[src/rmac_defines.vh]
// Notes on behaviour
// - Analog preset in target or NFC initiator modes clears transmitter enable.
// - In NFC mode the preset never turns the field on; field-on commands do.
// - NFC active preset sets start byte option: insert F0 start byte and length.
// - Preset sets peer field detect enable for NFC active, clears it otherwise.
// - Demodulator select from receive rate: peak detector for rates up to 848 kb/s.
// - Preset sets first/second stage clipping for NFC active, clears otherwise.
// - Preset sets forced gain reduction for NFC active, clears it otherwise.
// - Mask receive forces receive-active low and disables receive framing.
// - Effective receive mask is command mask OR mask-receive timer mask.
// - Unmask receive drives receive-active high and re-enables framing.
// - Unmask while mask timer runs enables reception at once and resets timer.
// - Mask and unmask are accepted only while receiver enable is set.
// - Mask and unmask may be chained and raise no completion interrupt.
// - Measure amplitude stores the receiver input amplitude in converter output.
// - While measuring: transmitter and detector on, detector to converter, absolute.
// - One result step equals 13.02 mVpp at the receiver inputs.
// - Amplitude measurement completes within 25 microseconds of the command.
// - Measure amplitude accepted only with global enable set and oscillator stable.
// - Measure amplitude is not chained; completion interrupt after it finishes.
// - Preset derives receiver and transmitter bits from mode and bit rate.
/*
 * Constants for the receive mask and amplitude command block: register
 * offsets, field positions, reset values, command codes and timing counts.
 * Assumes inclusion by bare name from the design files of this block.
 */
`ifndef RMAC_DEFINES_VH
`define RMAC_DEFINES_VH

// Register offsets
`define RMAC_OP_CTRL_ADDR      6'h02
`define RMAC_TYPEA_ADDR        6'h05
`define RMAC_AUX_DEF_ADDR      6'h09
`define RMAC_RX_CFG1_ADDR      6'h0a
`define RMAC_RX_CFG3_ADDR      6'h0c
`define RMAC_ADC_OUT_ADDR      6'h25

// Reset values
`define RMAC_OP_CTRL_RST       8'h00
`define RMAC_TYPEA_RST         8'h00
`define RMAC_AUX_DEF_RST       8'h00
`define RMAC_RX_CFG1_RST       8'h00
`define RMAC_RX_CFG3_RST       8'h00
`define RMAC_ADC_OUT_RST       8'h00

// Operation control fields
`define RMAC_OP_EN_BIT         7
`define RMAC_OP_RX_EN_BIT      6
`define RMAC_OP_RX_CHN_BIT     5
`define RMAC_OP_TX_EN_BIT      3
// Other preset fields
`define RMAC_TYPEA_F0_BIT      5
`define RMAC_AUX_TRAM_BIT      5
`define RMAC_AUX_FD_BIT        4
`define RMAC_RX1_CHSEL_BIT     7
`define RMAC_RX1_AMD_BIT       6
`define RMAC_RX3_LIM_BIT       1
`define RMAC_RX3_RG_BIT        0

// Mode definition layout: mode field in bits 6:3
`define RMAC_MODE_HI           6
`define RMAC_MODE_LO           3
`define RMAC_MODE_NFC_INI      4'h1
`define RMAC_MODE_NFC_TGT      4'h9
`define RMAC_MODE_TGT_BIT      3
// Bit rate definition: tx rate bits 5:4, rx rate bits 1:0
`define RMAC_TXR_HI            5
`define RMAC_TXR_LO            4
`define RMAC_RXR_HI            1
`define RMAC_RXR_LO            0
`define RMAC_RXR_MAX_PEAK      2'h3
`define RMAC_RATE_212          2'h1
`define RMAC_RATE_424          2'h2

// Direct command codes
`define RMAC_CMD_PRESET        8'hcc
`define RMAC_CMD_MASK          8'hd0
`define RMAC_CMD_UNMASK        8'hd1
`define RMAC_CMD_MEAS_AMP      8'hd3

// Timing: measurement limit 25 us is 3125 cycles at 125 MHz; last count index
`define RMAC_MEAS_LAST         12'hc34
`define RMAC_CNT_W             12

`endif

[src/rmac_sync.v]
/*
 * Two flip-flop synchroniser for one level from outside the clock domain.
 * Assumes the input level is slow compared with the clock.
 */
`timescale 1ns/10ps
module rmac_sync (
    // Clock and reset
    input  wire mclk_i,
    input  wire reset_i,
    // Level
    input  wire async_i,
    output reg  sync_o
);
    reg meta;

    // First stage feeds only the second
    always @(posedge mclk_i or posedge reset_i) begin
        if (reset_i) begin
            meta   <= 1'b0;
            sync_o <= 1'b0;
        end else begin
            meta   <= async_i;
            sync_o <= meta;
        end
    end
endmodule // rmac_sync

[src/rmac_preset.v]
/*
 * Combinational analog preset: new values of the preset registers from the
 * current register values, mode definition and bit rate definition.
 * Assumes the caller loads the results in one cycle.
 */
`timescale 1ns/10ps
`include "rmac_defines.vh"
module rmac_preset (
    // Current state
    input  wire [7:0] mode_def_i,
    input  wire [7:0] bit_rate_i,
    input  wire [7:0] op_ctrl_i,
    input  wire [7:0] typea_i,
    input  wire [7:0] aux_def_i,
    input  wire [7:0] rx_cfg1_i,
    input  wire [7:0] rx_cfg3_i,
    // Preset values
    output reg  [7:0] op_ctrl_o,
    output reg  [7:0] typea_o,
    output reg  [7:0] aux_def_o,
    output reg  [7:0] rx_cfg1_o,
    output reg  [7:0] rx_cfg3_o
);
    wire [3:0] mode    = mode_def_i[`RMAC_MODE_HI:`RMAC_MODE_LO];
    wire       nfc_act = (mode == `RMAC_MODE_NFC_INI) || (mode == `RMAC_MODE_NFC_TGT);
    wire       target  = mode_def_i[`RMAC_MODE_TGT_BIT];
    wire [1:0] txr     = bit_rate_i[`RMAC_TXR_HI:`RMAC_TXR_LO];
    wire [1:0] rxr     = bit_rate_i[`RMAC_RXR_HI:`RMAC_RXR_LO];

    // Preset bits from mode and bit rate
    always @* begin
        op_ctrl_o = op_ctrl_i;
        typea_o   = typea_i;
        aux_def_o = aux_def_i;
        rx_cfg1_o = rx_cfg1_i;
        rx_cfg3_o = rx_cfg3_i;
        // Transmitter only ever cleared here, never set
        if (target || nfc_act)
            op_ctrl_o[`RMAC_OP_TX_EN_BIT] = 1'b0;
        if (nfc_act) begin
            op_ctrl_o[`RMAC_OP_RX_CHN_BIT] = 1'b1;
            typea_o[`RMAC_TYPEA_F0_BIT]    = 1'b1;
            rx_cfg1_o[`RMAC_RX1_CHSEL_BIT] = 1'b0;
            aux_def_o[`RMAC_AUX_TRAM_BIT]  = (txr == `RMAC_RATE_212) || (txr == `RMAC_RATE_424);
        end
        aux_def_o[`RMAC_AUX_FD_BIT] = nfc_act;
        rx_cfg1_o[`RMAC_RX1_AMD_BIT] = (rxr > `RMAC_RXR_MAX_PEAK);
        rx_cfg3_o[`RMAC_RX3_LIM_BIT] = nfc_act;
        rx_cfg3_o[`RMAC_RX3_RG_BIT]  = nfc_act;
    end
endmodule // rmac_preset

[src/rmac_top.v]
/*
 * Receive mask, unmask, analog preset and measure amplitude direct commands,
 * with the preset registers and the converter output register.
 * Assumes command and register strobes come from the host interface on
 * mclk_i, one cycle each; the converter and mask timer share the clock;
 * the oscillator stable flag is a pin and is synchronised here.
 */
`timescale 1ns/10ps
`include "rmac_defines.vh"
module rmac_top (
    // Clock and reset
    input  wire       mclk_i,
    input  wire       reset_i,
    // Register access
    input  wire       reg_wr_i,
    input  wire       reg_rd_i,
    input  wire [5:0] reg_addr_i,
    input  wire [7:0] reg_wdata_i,
    output reg  [7:0] reg_rdata_o,
    // Direct commands
    input  wire       cmd_valid_i,
    input  wire [7:0] cmd_code_i,
    output reg        cmd_done_irq_o,
    // Mode and bit rate definition
    input  wire [7:0] mode_def_i,
    input  wire [7:0] bit_rate_i,
    // Oscillator and mask timer
    input  wire       osc_stable_i,
    input  wire       mask_timer_active_i,
    output reg        mask_timer_reset_o,
    // Receiver
    output reg        rx_on_o,
    output reg        rx_framing_en_o,
    // Amplitude measurement path
    output reg        tx_drive_o,
    output reg        amp_det_en_o,
    output reg        adc_sel_amp_o,
    output reg        adc_abs_mode_o,
    output reg        adc_start_o,
    input  wire       adc_done_i,
    input  wire [7:0] adc_data_i,
    // Register contents
    output reg  [7:0] op_ctrl_o,
    output reg  [7:0] typea_o,
    output reg  [7:0] aux_def_o,
    output reg  [7:0] rx_cfg1_o,
    output reg  [7:0] rx_cfg3_o,
    output reg  [7:0] adc_out_o
);
    localparam [1:0] ST_IDLE = 2'b01;
    localparam [1:0] ST_MEAS = 2'b10;
    localparam [`RMAC_CNT_W-1:0] MEAS_LAST = `RMAC_MEAS_LAST;

    reg  [1:0]             state;
    reg  [1:0]             next_state;
    reg  [`RMAC_CNT_W-1:0] meas_cnt;
    reg                    cmd_mask;
    reg                    next_cmd_mask;
    reg                    meas_start;
    reg                    meas_end;
    wire                   osc_ok;
    wire [7:0]             pre_op;
    wire [7:0]             pre_typea;
    wire [7:0]             pre_aux;
    wire [7:0]             pre_rx1;
    wire [7:0]             pre_rx3;

    wire en_ok    = op_ctrl_o[`RMAC_OP_EN_BIT];
    wire rx_en    = op_ctrl_o[`RMAC_OP_RX_EN_BIT];
    wire idle     = (state == ST_IDLE);
    wire cmd_go   = cmd_valid_i && idle;
    wire do_pre   = cmd_go && (cmd_code_i == `RMAC_CMD_PRESET);
    wire do_mask  = cmd_go && (cmd_code_i == `RMAC_CMD_MASK) && rx_en;
    wire do_umask = cmd_go && (cmd_code_i == `RMAC_CMD_UNMASK) && rx_en;
    wire do_meas  = cmd_go && (cmd_code_i == `RMAC_CMD_MEAS_AMP)
                    && en_ok && osc_ok;
    wire wr_hit   = reg_wr_i && idle;
    // The timer obeys its reset one edge late, so its mask is ignored meanwhile
    wire tmr_mask = mask_timer_active_i && !mask_timer_reset_o;

    // Oscillator stable flag arrives from the analog side
    rmac_sync u_osc_sync (
        .mclk_i  (mclk_i),
        .reset_i (reset_i),
        .async_i (osc_stable_i),
        .sync_o  (osc_ok)
    );

    rmac_preset u_preset (
        .mode_def_i (mode_def_i),
        .bit_rate_i (bit_rate_i),
        .op_ctrl_i  (op_ctrl_o),
        .typea_i    (typea_o),
        .aux_def_i  (aux_def_o),
        .rx_cfg1_i  (rx_cfg1_o),
        .rx_cfg3_i  (rx_cfg3_o),
        .op_ctrl_o  (pre_op),
        .typea_o    (pre_typea),
        .aux_def_o  (pre_aux),
        .rx_cfg1_o  (pre_rx1),
        .rx_cfg3_o  (pre_rx3)
    );

    // Measurement sequencer; commands are refused while it runs
    always @* begin
        next_state = state;
        meas_start = 1'b0;
        meas_end   = 1'b0;
        case (state)
            ST_IDLE: begin
                if (do_meas) begin
                    next_state = ST_MEAS;
                    meas_start = 1'b1;
                end
            end
            ST_MEAS: begin
                // Timeout keeps the bound even if the converter never answers
                if (adc_done_i || (meas_cnt == MEAS_LAST)) begin
                    next_state = ST_IDLE;
                    meas_end   = 1'b1;
                end
            end
            default: next_state = ST_IDLE;
        endcase
    end

    always @(posedge mclk_i or posedge reset_i) begin
        if (reset_i) begin
            state    <= ST_IDLE;
            meas_cnt <= {`RMAC_CNT_W{1'b0}};
        end else begin
            state <= next_state;
            if (meas_start)
                meas_cnt <= {`RMAC_CNT_W{1'b0}};
            else if (state == ST_MEAS)
                meas_cnt <= meas_cnt + 1'b1;
        end
    end

    // Command mask: set by mask, cleared by unmask
    always @* begin
        next_cmd_mask = cmd_mask;
        if (do_mask)
            next_cmd_mask = 1'b1;
        else if (do_umask)
            next_cmd_mask = 1'b0;
    end

    // Receiver gating; unmask also overrides a running timer at once
    always @(posedge mclk_i or posedge reset_i) begin
        if (reset_i) begin
            cmd_mask           <= 1'b0;
            rx_on_o            <= 1'b0;
            rx_framing_en_o    <= 1'b0;
            mask_timer_reset_o <= 1'b0;
        end else begin
            cmd_mask           <= next_cmd_mask;
            mask_timer_reset_o <= do_umask && mask_timer_active_i;
            if (do_umask) begin
                rx_on_o         <= rx_en;
                rx_framing_en_o <= rx_en;
            end else begin
                // Either mask source holds the receiver off
                rx_on_o         <= rx_en && !(next_cmd_mask || tmr_mask);
                rx_framing_en_o <= rx_en && !(next_cmd_mask || tmr_mask);
            end
        end
    end

    // Analog path during measurement, absolute converter mode
    always @(posedge mclk_i or posedge reset_i) begin
        if (reset_i) begin
            tx_drive_o     <= 1'b0;
            amp_det_en_o   <= 1'b0;
            adc_sel_amp_o  <= 1'b0;
            adc_abs_mode_o <= 1'b0;
            adc_start_o    <= 1'b0;
        end else begin
            tx_drive_o     <= (next_state == ST_MEAS) || op_ctrl_o[`RMAC_OP_TX_EN_BIT];
            amp_det_en_o   <= (next_state == ST_MEAS);
            adc_sel_amp_o  <= (next_state == ST_MEAS);
            adc_abs_mode_o <= (next_state == ST_MEAS);
            adc_start_o    <= meas_start;
        end
    end

    // Completion pulse only for measurement, never for mask commands
    always @(posedge mclk_i or posedge reset_i) begin
        if (reset_i)
            cmd_done_irq_o <= 1'b0;
        else
            cmd_done_irq_o <= meas_end;
    end

    // Register file: host writes, preset loads, converter result
    always @(posedge mclk_i or posedge reset_i) begin
        if (reset_i) begin
            op_ctrl_o <= `RMAC_OP_CTRL_RST;
            typea_o   <= `RMAC_TYPEA_RST;
            aux_def_o <= `RMAC_AUX_DEF_RST;
            rx_cfg1_o <= `RMAC_RX_CFG1_RST;
            rx_cfg3_o <= `RMAC_RX_CFG3_RST;
            adc_out_o <= `RMAC_ADC_OUT_RST;
        end else begin
            if (do_pre) begin
                op_ctrl_o <= pre_op;
                typea_o   <= pre_typea;
                aux_def_o <= pre_aux;
                rx_cfg1_o <= pre_rx1;
                rx_cfg3_o <= pre_rx3;
            end else if (wr_hit) begin
                case (reg_addr_i)
                    `RMAC_OP_CTRL_ADDR: op_ctrl_o <= reg_wdata_i;
                    `RMAC_TYPEA_ADDR:   typea_o   <= reg_wdata_i;
                    `RMAC_AUX_DEF_ADDR: aux_def_o <= reg_wdata_i;
                    `RMAC_RX_CFG1_ADDR: rx_cfg1_o <= reg_wdata_i;
                    `RMAC_RX_CFG3_ADDR: rx_cfg3_o <= reg_wdata_i;
                    default:            op_ctrl_o <= op_ctrl_o;
                endcase
            end
            // Raw code, one step is 13.02 mVpp at the inputs
            if (meas_end)
                adc_out_o <= adc_data_i;
        end
    end

    // Read data registered one cycle after the strobe; unmapped reads zero
    always @(posedge mclk_i or posedge reset_i) begin
        if (reset_i)
            reg_rdata_o <= 8'h00;
        else if (reg_rd_i) begin
            case (reg_addr_i)
                `RMAC_OP_CTRL_ADDR: reg_rdata_o <= op_ctrl_o;
                `RMAC_TYPEA_ADDR:   reg_rdata_o <= typea_o;
                `RMAC_AUX_DEF_ADDR: reg_rdata_o <= aux_def_o;
                `RMAC_RX_CFG1_ADDR: reg_rdata_o <= rx_cfg1_o;
                `RMAC_RX_CFG3_ADDR: reg_rdata_o <= rx_cfg3_o;
                `RMAC_ADC_OUT_ADDR: reg_rdata_o <= adc_out_o;
                default:            reg_rdata_o <= 8'h00;
            endcase
        end
    end
endmodule // rmac_top

[config.mk]
export PLATFORM = sky130hd
export DESIGN_NAME = rmac_top
export DESIGN_NICKNAME = d
export VERILOG_FILES = /design/src/rmac_sync.v /design/src/rmac_preset.v /design/src/rmac_top.v
export VERILOG_INCLUDE_DIRS = /design/src /design/src/src
export SDC_FILE = /design/constraint.sdc
export NUM_CORES = 1
export LEC_CHECK = 0
export BUFFER_PORTS_ARGS = -buffer_cell sky130_fd_sc_hd__buf_2
export CAP_MARGIN = 40
export CORE_ASPECT_RATIO = 1.4
export CORE_MARGIN = 10
export CORE_UTILIZATION = 50
export DETAILED_ROUTE_END_ITERATION = 10
export HOLD_SLACK_MARGIN = 0.12
export PLACE_DENSITY = 0.79
export SYNTH_ARGS = -nofsm -noshare
export SYNTH_HDL_FRONTEND = slang
export SYNTH_SLANG_ARGS = --single-unit
[constraint.sdc]
create_clock -name mclk_i -period 2.8 [get_ports mclk_i]
set_input_delay 0.56 -clock mclk_i [delete_from_list [all_inputs] [get_ports mclk_i]]
set_output_delay 0.56 -clock mclk_i [all_outputs]
set_load 0.01 [all_outputs]
==> results.md, run 1 <==
* Residual overflow from global routing at 0
* Via total after detailed routing at 3,010
* Overall Power at 2762 uW
* Largest cells by area after synthesis: dfrtp_1 (53%), mux2_2 (13%), a222oi_1 (3.3%)
* Layout Skew at 0.009872 ns
* Maximum operating frequency at 431.4 MHz
* Hold buffers post-CTS at 0
* Number of instances resized during post-cts repair at 0
* Number of synthesized flops with an enable pin at 0
* Core Box Area at 7268 sq um
* CTS tree: built
* Setup-violating endpoint count in the final report at 0
* Cell area after placement at 4348 sq um
* Longest individual stage delay on the worst path at 0.64 ns
* Max Buffers Root-to-Sink at 2
* Boundary Pins at 119
* Largest fanout of any net on the critical path at 11
* Number of warnings reported in the yosys synthesis log at 0
* TritonRoute pass-1 iters at 5
* Top cell type's share of synthesized area at 52.95%
* Clock Sink Count at 79
* Area growth from synthesis to layout at 23.73%
* Sum Neg Setup Slack at 0 ns
* Cell taking the most area after synthesis: dfrtp_1
* Instance count of the mapped netlist at 303
* Power density normalized to cell area at 605.7 nW/um^2
* CP max-delay cell: or3_1
* GRT Total Usage at 18.87%
* Root buffer selected by CTS: clkbuf_8
* Cell area after synthesis at 3686 sq um
* Number of storage elements in the synthesis netlist at 79
* Clock transition at the registers of the reported paths at 0.09 ns
* Largest voltage drop on the vdd net at 548.2 uV
* Post-layout min period at 2.318 ns
* Worst Reg-to-Reg Cells at 5
* Mean Syn Cell Area at 12.17 sq um
* Result of the run: completed
* H-tree lvl count at 3
* Cell Rows at 37
* Clock insertion delay at the later pin of the skew report at 0.34 ns
* Worst setup path category: reg2reg
* Slew Limit Headroom at 42.43%
* Critical path data required time at 3.03 ns
* Via-per-instance ratio at 5.811
* Port bufs at 107
* Number of slew-limit violations in the final report at 0
* Post-Syn Nets at 361
* Share of layout cells above drive strength 1 at 44.66%
* Most common library cell in the layout ignoring fill and taps: buf_2
* Unique masters post-synth at 53
* Leakage power figure at 0.002273 uW
* CP arrival at 2.55 ns
* Largest net degree at the start of global routing at 48
* End point of the critical path: aux_def_o[5]
* # DRC at 0
* Width of the die at 92.57 um
* Antenna cells at 0
* Post-synth top flop: dfrtp_1
* Type of the worst min-delay path: in2async
* End of the worst register-to-register path: aux_def_o[5]
* RSZ-0062 raised after global routing: false
* Initial Utilization at 50.71%
* Critical Path Sink Type: register
* Die outline area at 11,260 sq um
* Startpoint of the lowest-slack register-to-register path: state[0]
* Proportion of synthesized chip area in sequential cells at 53.67%
* RePlAce Congestion at 0.8426
* Number of global-route vias before repair at 3,386
* Setup crit start kind: register
* Tightest Pin Transition at 0.8616 ns
* Wire length of the first global-routing pass at 16.89 mm
* Cell breakdown of the critical path: ha_1, buf_4, nand2_1, or3_1, a311o_1
* Final number of hold-violating endpoints at 0
* Critical Path Start: state[0]
* Total of max-cap violations at 0
* Total length of routed wires at 10.57 mm
* Initial antenna violation count at 0
* Number of buffers added by the clock tree synthesis step at 9
* Final net count at 474
* ANT nets after route at 0
* Buffers inserted during post-CTS setup optimization at 0
* Fraction of the cycle the final worst path needs at 82.79%
* Design area at 4561 sq um
* Fraction of synthesis flops using an asynchronous set or reset pin at 100.0%
* Minimum setup slack among reg-to-reg paths at 0.48 ns
* Die boundary height at 121.6 um
* Post-detailed-placement half-perimeter wirelength at 7.954 mm
* Number of filler cells placed in the layout at 617
* Routed wire length per instance at 20.40 um
* Most frequent cells in the layout: buf_2 (107), dfrtp_1 (78), mux2_2 (41), nor2_1 (21), a222oi_1 (12)
* Initial DRC Count at 190
-- worst max-delay path, delay by kind of cell (launching register included) --
kind / cells / cell delay (ns)
fa+ha+maj: 1 / 0.18
compound gates: 1 / 0.41
buf+inv: 1 / 0.15
flops: 1 / 0.56
simple gates: 2 / 0.91
-- power by group --
group | internal (uW) | switching, uW
Clock | 450 | 438
Combinational | 228 | 279
Sequential | 1270 | 101
Total | 1940 | 818
-- how the worst min path moves through the flow --
| stage | slack [ns] | cells after the start | end |
|---|---|---|---|
| after CTS | 0.27 | 2 | meas_cnt[7] |
| after global routing | 0.29 | 2 | rx_cfg3_o[0] |
| after floorplan | 0.33 | 0 | u_osc_sync.sync_o |
| final | 0.26 | 2 | adc_abs_mode_o |
| after global placement | 0.34 | 0 | u_osc_sync.sync_o |
| after detailed placement | 0.34 | 0 | u_osc_sync.sync_o |
-- synthesized netlist by cell type, types with 3 or more instances --
cell	number
dfrtp_1	78
mux2_2	41
nor2_1	21
a222oi_1	12
inv_1	12
nand2_1	10
a31oi_1	9
a21oi_1	8
and3_1	7
nand4_1	7
xor2_1	7
clkbuf_1	6
nand3_1	6
nor3_1	6
mux2i_1	5
a221oi_1	4
buf_2	4
ha_1	4
o21ai_0	4
or3_1	4
buf_4	3
o31ai_1	3
xnor2_1	3
-- through the flow --
stage | hold WS (ns) | cells | utilization, % | worst slack [ns]
detailed placement | 0.3365 | 502 | 59.82 | 0.4352
global placement | 0.3355 | 502 | 59.82 | 0.4710
global route | 0.2875 | 518 | 62.75 | 0.3370
floorplan | 0.3312 | 303 | - | 0.2183
CTS | 0.2654 | 518 | 62.75 | 0.4672
finish | 0.2553 | 518 | 62.75 | 0.4818
-- kinds of logic (layout without fill, tap and decap cells) --
family,after synthesis,in the layout,synth area share [%]
adders and majority gates,4,4,1.358
DFF,79,79,53.67
buffers and inverters,26,144,3.292
xor gates and xnor gates,10,10,2.376
AOI/OAI and AO/OA,51,51,10.56
and+or+nand+nor,87,87,14.87
muxes,46,46,13.88
-- flip-flops by register name, indices dropped and copies added (netlist names), 2 cells and up --
signal       flops
typea_o          8
op_ctrl_o        8
state            2
aux_def_o        8
adc_out_o        8
rx_cfg3_o        8
meas_cnt        12
rx_cfg1_o        8
reg_rdata_o      8
-- metal layers --
metal / vias up / wire length [um] / global-route usage [%]
met5: - / 0 / 0
met4: 0 / 315 / 7.253
met3: 23 / 886 / 6.523
met2: 138 / 5544 / 34.56
met1: 1485 / 3822 / 19.22
li1: 1364 / - / -
-- area by class of cell --
type / count / area (sq um) / area share, %
Sequential cell: 79 / 1978 / 43.37
Multi-Input combinational cell: 198 / 1587 / 34.79
Timing Repair Buffer: 116 / 615.6 / 13.50
Clock buffer: 10 / 137.6 / 3.018
Tap cell: 97 / 121.4 / 2.661
Clock inverter: 6 / 75.07 / 1.646
Inverter: 12 / 46.29 / 1.015
No activity file was read; power rests on OpenSTA's default activity.
==> run 2, diff against run 1 <==
==> constraint.sdc (replaced) <==
create_clock -name mclk_i -period 2.4 [get_ports mclk_i]
set_input_delay 0.48 -clock mclk_i [delete_from_list [all_inputs] [get_ports mclk_i]]
set_output_delay 0.48 -clock mclk_i [all_outputs]
set_load 0.01 [all_outputs]
==> run 2 against run 1 <==
  * Power rose by 29%
  * Register-to-register slack got worse by 0.36 ns
  * Via count rose by 1.0%
  * Utilization rose by 1.7 points
  * Die area did not move
  * Flip-flop and latch count did not move
  * Cell area rose by 2.7%
  * Clock-buffer cell count fell by 1
  * Wire length fell by 1.2%
  * First-iteration DRC count rose by 19%
  * Clock skew barely moved
  * Sequential share of layout area fell by 1.1 points
==> results.md, run 2 (synthesized netlist as in run 1, its figures left out) <==
* Clock Sink Count at 79 (unchanged)
* Total of max-cap violations at 0 (unchanged)
* Type of the worst min-delay path: in2async
* Largest voltage drop on the vdd net at 516.7 uV (-5.8%)
* Setup crit start kind: register
* ANT nets after route at 0 (unchanged)
* RePlAce Congestion at 0.8754 (+3.9%)
* Fraction of the cycle the final worst path needs at 94.92% (+12 points)
* Max Buffers Root-to-Sink at 2 (unchanged)
* Hold buffers post-CTS at 0 (unchanged)
* Routed wire length per instance at 19.92 um (-2.4%)
* Cell breakdown of the critical path: ha_1, nand2_1, or3_1, a311o_1
* Boundary Pins at 119 (unchanged)
* Met1 Usage GRT at 19.77% (+0.55 points)
* Worst setup path category: reg2reg
* Largest net degree at the start of global routing at 80 (+67%)
* Post-layout min period at 2.278 ns (-0.04013 ns)
* Int Pwr at 2642 uW (+36%)
* Part of the power in the clock network at 38.7% (+6.5 points)
* Core Box Area at 7268 sq um (unchanged)
* CP arrival at 2.52 ns (-0.03 ns)
* Result of the run: completed
* Initial DRC Count at 226 (+19%)
* Via total after detailed routing at 3,041 (+1.0%)
* Most common library cell in the layout ignoring fill and taps: buf_2
* Longest individual stage delay on the worst path at 0.65 ns (about the same)
* Root buffer selected by CTS: clkbuf_8
* Design area at 4684 sq um (+2.7%)
* Total length of routed wires at 10.44 mm (-1.2%)
* Residual overflow from global routing at 0 (unchanged)
* Number of buffers added by the clock tree synthesis step at 9 (unchanged)
* Clock transition at the registers of the reported paths at 0.08 ns (about the same)
* Initial Utilization at 50.71% (unchanged)
* Buffers inserted during post-CTS setup optimization at 0 (unchanged)
* Largest fanout of any net on the critical path at 11 (unchanged)
* Critical path data required time at 2.65 ns (-0.38 ns)
* GRT Total Usage at 18.67% (-0.20 points)
* Initial antenna violation count at 0 (unchanged)
* Cell Rows at 37 (unchanged)
* Die outline area at 11,260 sq um (unchanged)
* Slew Limit Headroom at 57.35% (+15 points)
* # DRC at 0 (unchanged)
* TritonRoute pass-1 iters at 6 (+1)
* Area growth from synthesis to layout at 27.09%
* Setup-violating endpoint count in the final report at 0 (unchanged)
* Die boundary height at 121.6 um (unchanged)
* Crit path buf inv count at 0 (-1)
* H-tree lvl count at 3 (unchanged)
* Most flops, register: meas_cnt
* Busiest metal layer after global routing: met2
* Final number of hold-violating endpoints at 0 (unchanged)
* Power density normalized to cell area at 763.6 nW/um^2 (+26%)
* Number of slew-limit violations in the final report at 0 (unchanged)
* Portion of total power attributed to combinational logic at 16.8% (-1.6 points)
* Number of instances resized during post-cts repair at 0 (unchanged)
* Final net count at 481 (+1.5%)
* Register share of total power at 44.5% (-5.0 points)
* Layout Skew at 0.009892 ns (+0.00001977 ns)
* Net switching power of the design at 934.8 uW (+14%)
* Clock insertion delay at the later pin of the skew report at 0.36 ns (+0.02 ns)
* Share of layout cells above drive strength 1 at 45.43% (+0.78 points)
* Met2 track demand over resource at 32.08% (-2.5 points)
* Most frequent cells in the layout: buf_2 (107), dfrtp_1 (78), mux2_2 (41), nor2_1 (21), buf_4 (15)
* Post-detailed-placement half-perimeter wirelength at 7.838 mm (-1.5%)
* Number of filler cells placed in the layout at 570 (-7.6%)
* Tightest Pin Transition at 0.6390 ns (-0.2227 ns)
* Via-per-instance ratio at 5.803 (-0.13%)
* Number of global-route vias before repair at 3,250 (-4.0%)
* Net Sw Frac at 26.13% (-3.5 points)
* Number of flip-flops under the largest register name at 12 (unchanged)
* Maximum operating frequency at 439.0 MHz (+1.8%)
* Width of the die at 92.57 um (unchanged)
* Antenna cells at 0 (unchanged)
* CP max-delay cell: or3_1
* Delay-heaviest family, CP: simple AND/OR/NAND/NOR gates
* Cell area after placement at 4403 sq um (+1.3%)
* RSZ-0062 raised after global routing: false
* Port bufs at 107 (unchanged)
* CTS tree: built
* Met3 track demand over resource at 7.323% (+0.80 points)
* Sum Neg Setup Slack at 0 ns (unchanged)
* Leakage power figure at 0.002337 uW (+2.8%)
* Critical Path Sink Type: register
* Wire length of the first global-routing pass at 16.44 mm (-2.7%)
run 2: cell types whose count changed in the layout (fill, tap and decap cells not counted):
cell / delta
clkinv_4: -1
clkinvlp_4: +1
clkinv_2: -1
inv_6: -2
bufinv_16: +4
inv_8: -1
clkbuf_8: -1
buf_4: +7
run 2: power by group through the flow:
stage | registers, uW | clock network [uW] | logic, uW
3_3_place_gp | 1600 | 0 | 592
6_report | 1590 | 1380 | 600
4_1_cts | 1590 | 1400 | 608
2_1_floorplan | 1650 | 0 | 268
3_5_place_dp | 1620 | 0 | 607
5_1_grt | 1610 | 1470 | 659
run 2: worst paths after layout:
check / start / to / slack (ns) / cells past startpoint
worst min-delay path: reset_i / meas_cnt[8] / 0.21 / 3
worst min register to register: u_osc_sync.meta / u_osc_sync.sync_o / 0.36 / 0
max in group asynchronous: reset_i / state[0] / 1.83 / 3
worst max register to register: state[0] / aux_def_o[5] / 0.12 / 4
worst max-delay path: state[0] / aux_def_o[5] / 0.12 / 4
min in group mclk_i: osc_stable_i / u_osc_sync.meta / 0.23 / 1
run 2: routing by layer:
layer  wire [um]  vias up
met5           0        -
met4         255        0
met3         915       22
met2        5431      139
met1        3834     1507
li1            -     1373
run 2: worst reg2reg max path, stage by stage (launching register included):
cell and delay, ns:
dfstp_2 0.56, ha_1 0.24, nand2_1 0.30, or3_1 0.65, a311o_1 0.41
run 2: layout make-up:
cell class | instances | area [sq um] | area share, %
inverters | 12 | 48.80 | 1.042
repair buffers | 123 | 668.1 | 14.26
well taps | 97 | 121.4 | 2.591
clock inverters | 6 | 157.7 | 3.365
flip-flops and latches | 79 | 1978 | 42.23
multi-input cells | 198 | 1587 | 33.87
clock buffers | 9 | 123.9 | 2.644
run 2: per-stage QoR:
stage / util [%] / worst slack, ns / total power, uW / hold slack (ns) / instances
final: 64.45 / 0.1220 / 3577 / 0.2150 / 524
after global routing: 64.45 / 0.02862 / 3739 / 0.2086 / 524
after CTS: 64.45 / 0.1340 / 3598 / 0.2259 / 524
after detailed placement: 60.58 / 0.1450 / 2222 / 0.3370 / 509
after global placement: 60.58 / 0.2033 / 2196 / 0.3359 / 509
after floorplan: - / 0.2651 / 1922 / 0.3312 / 303
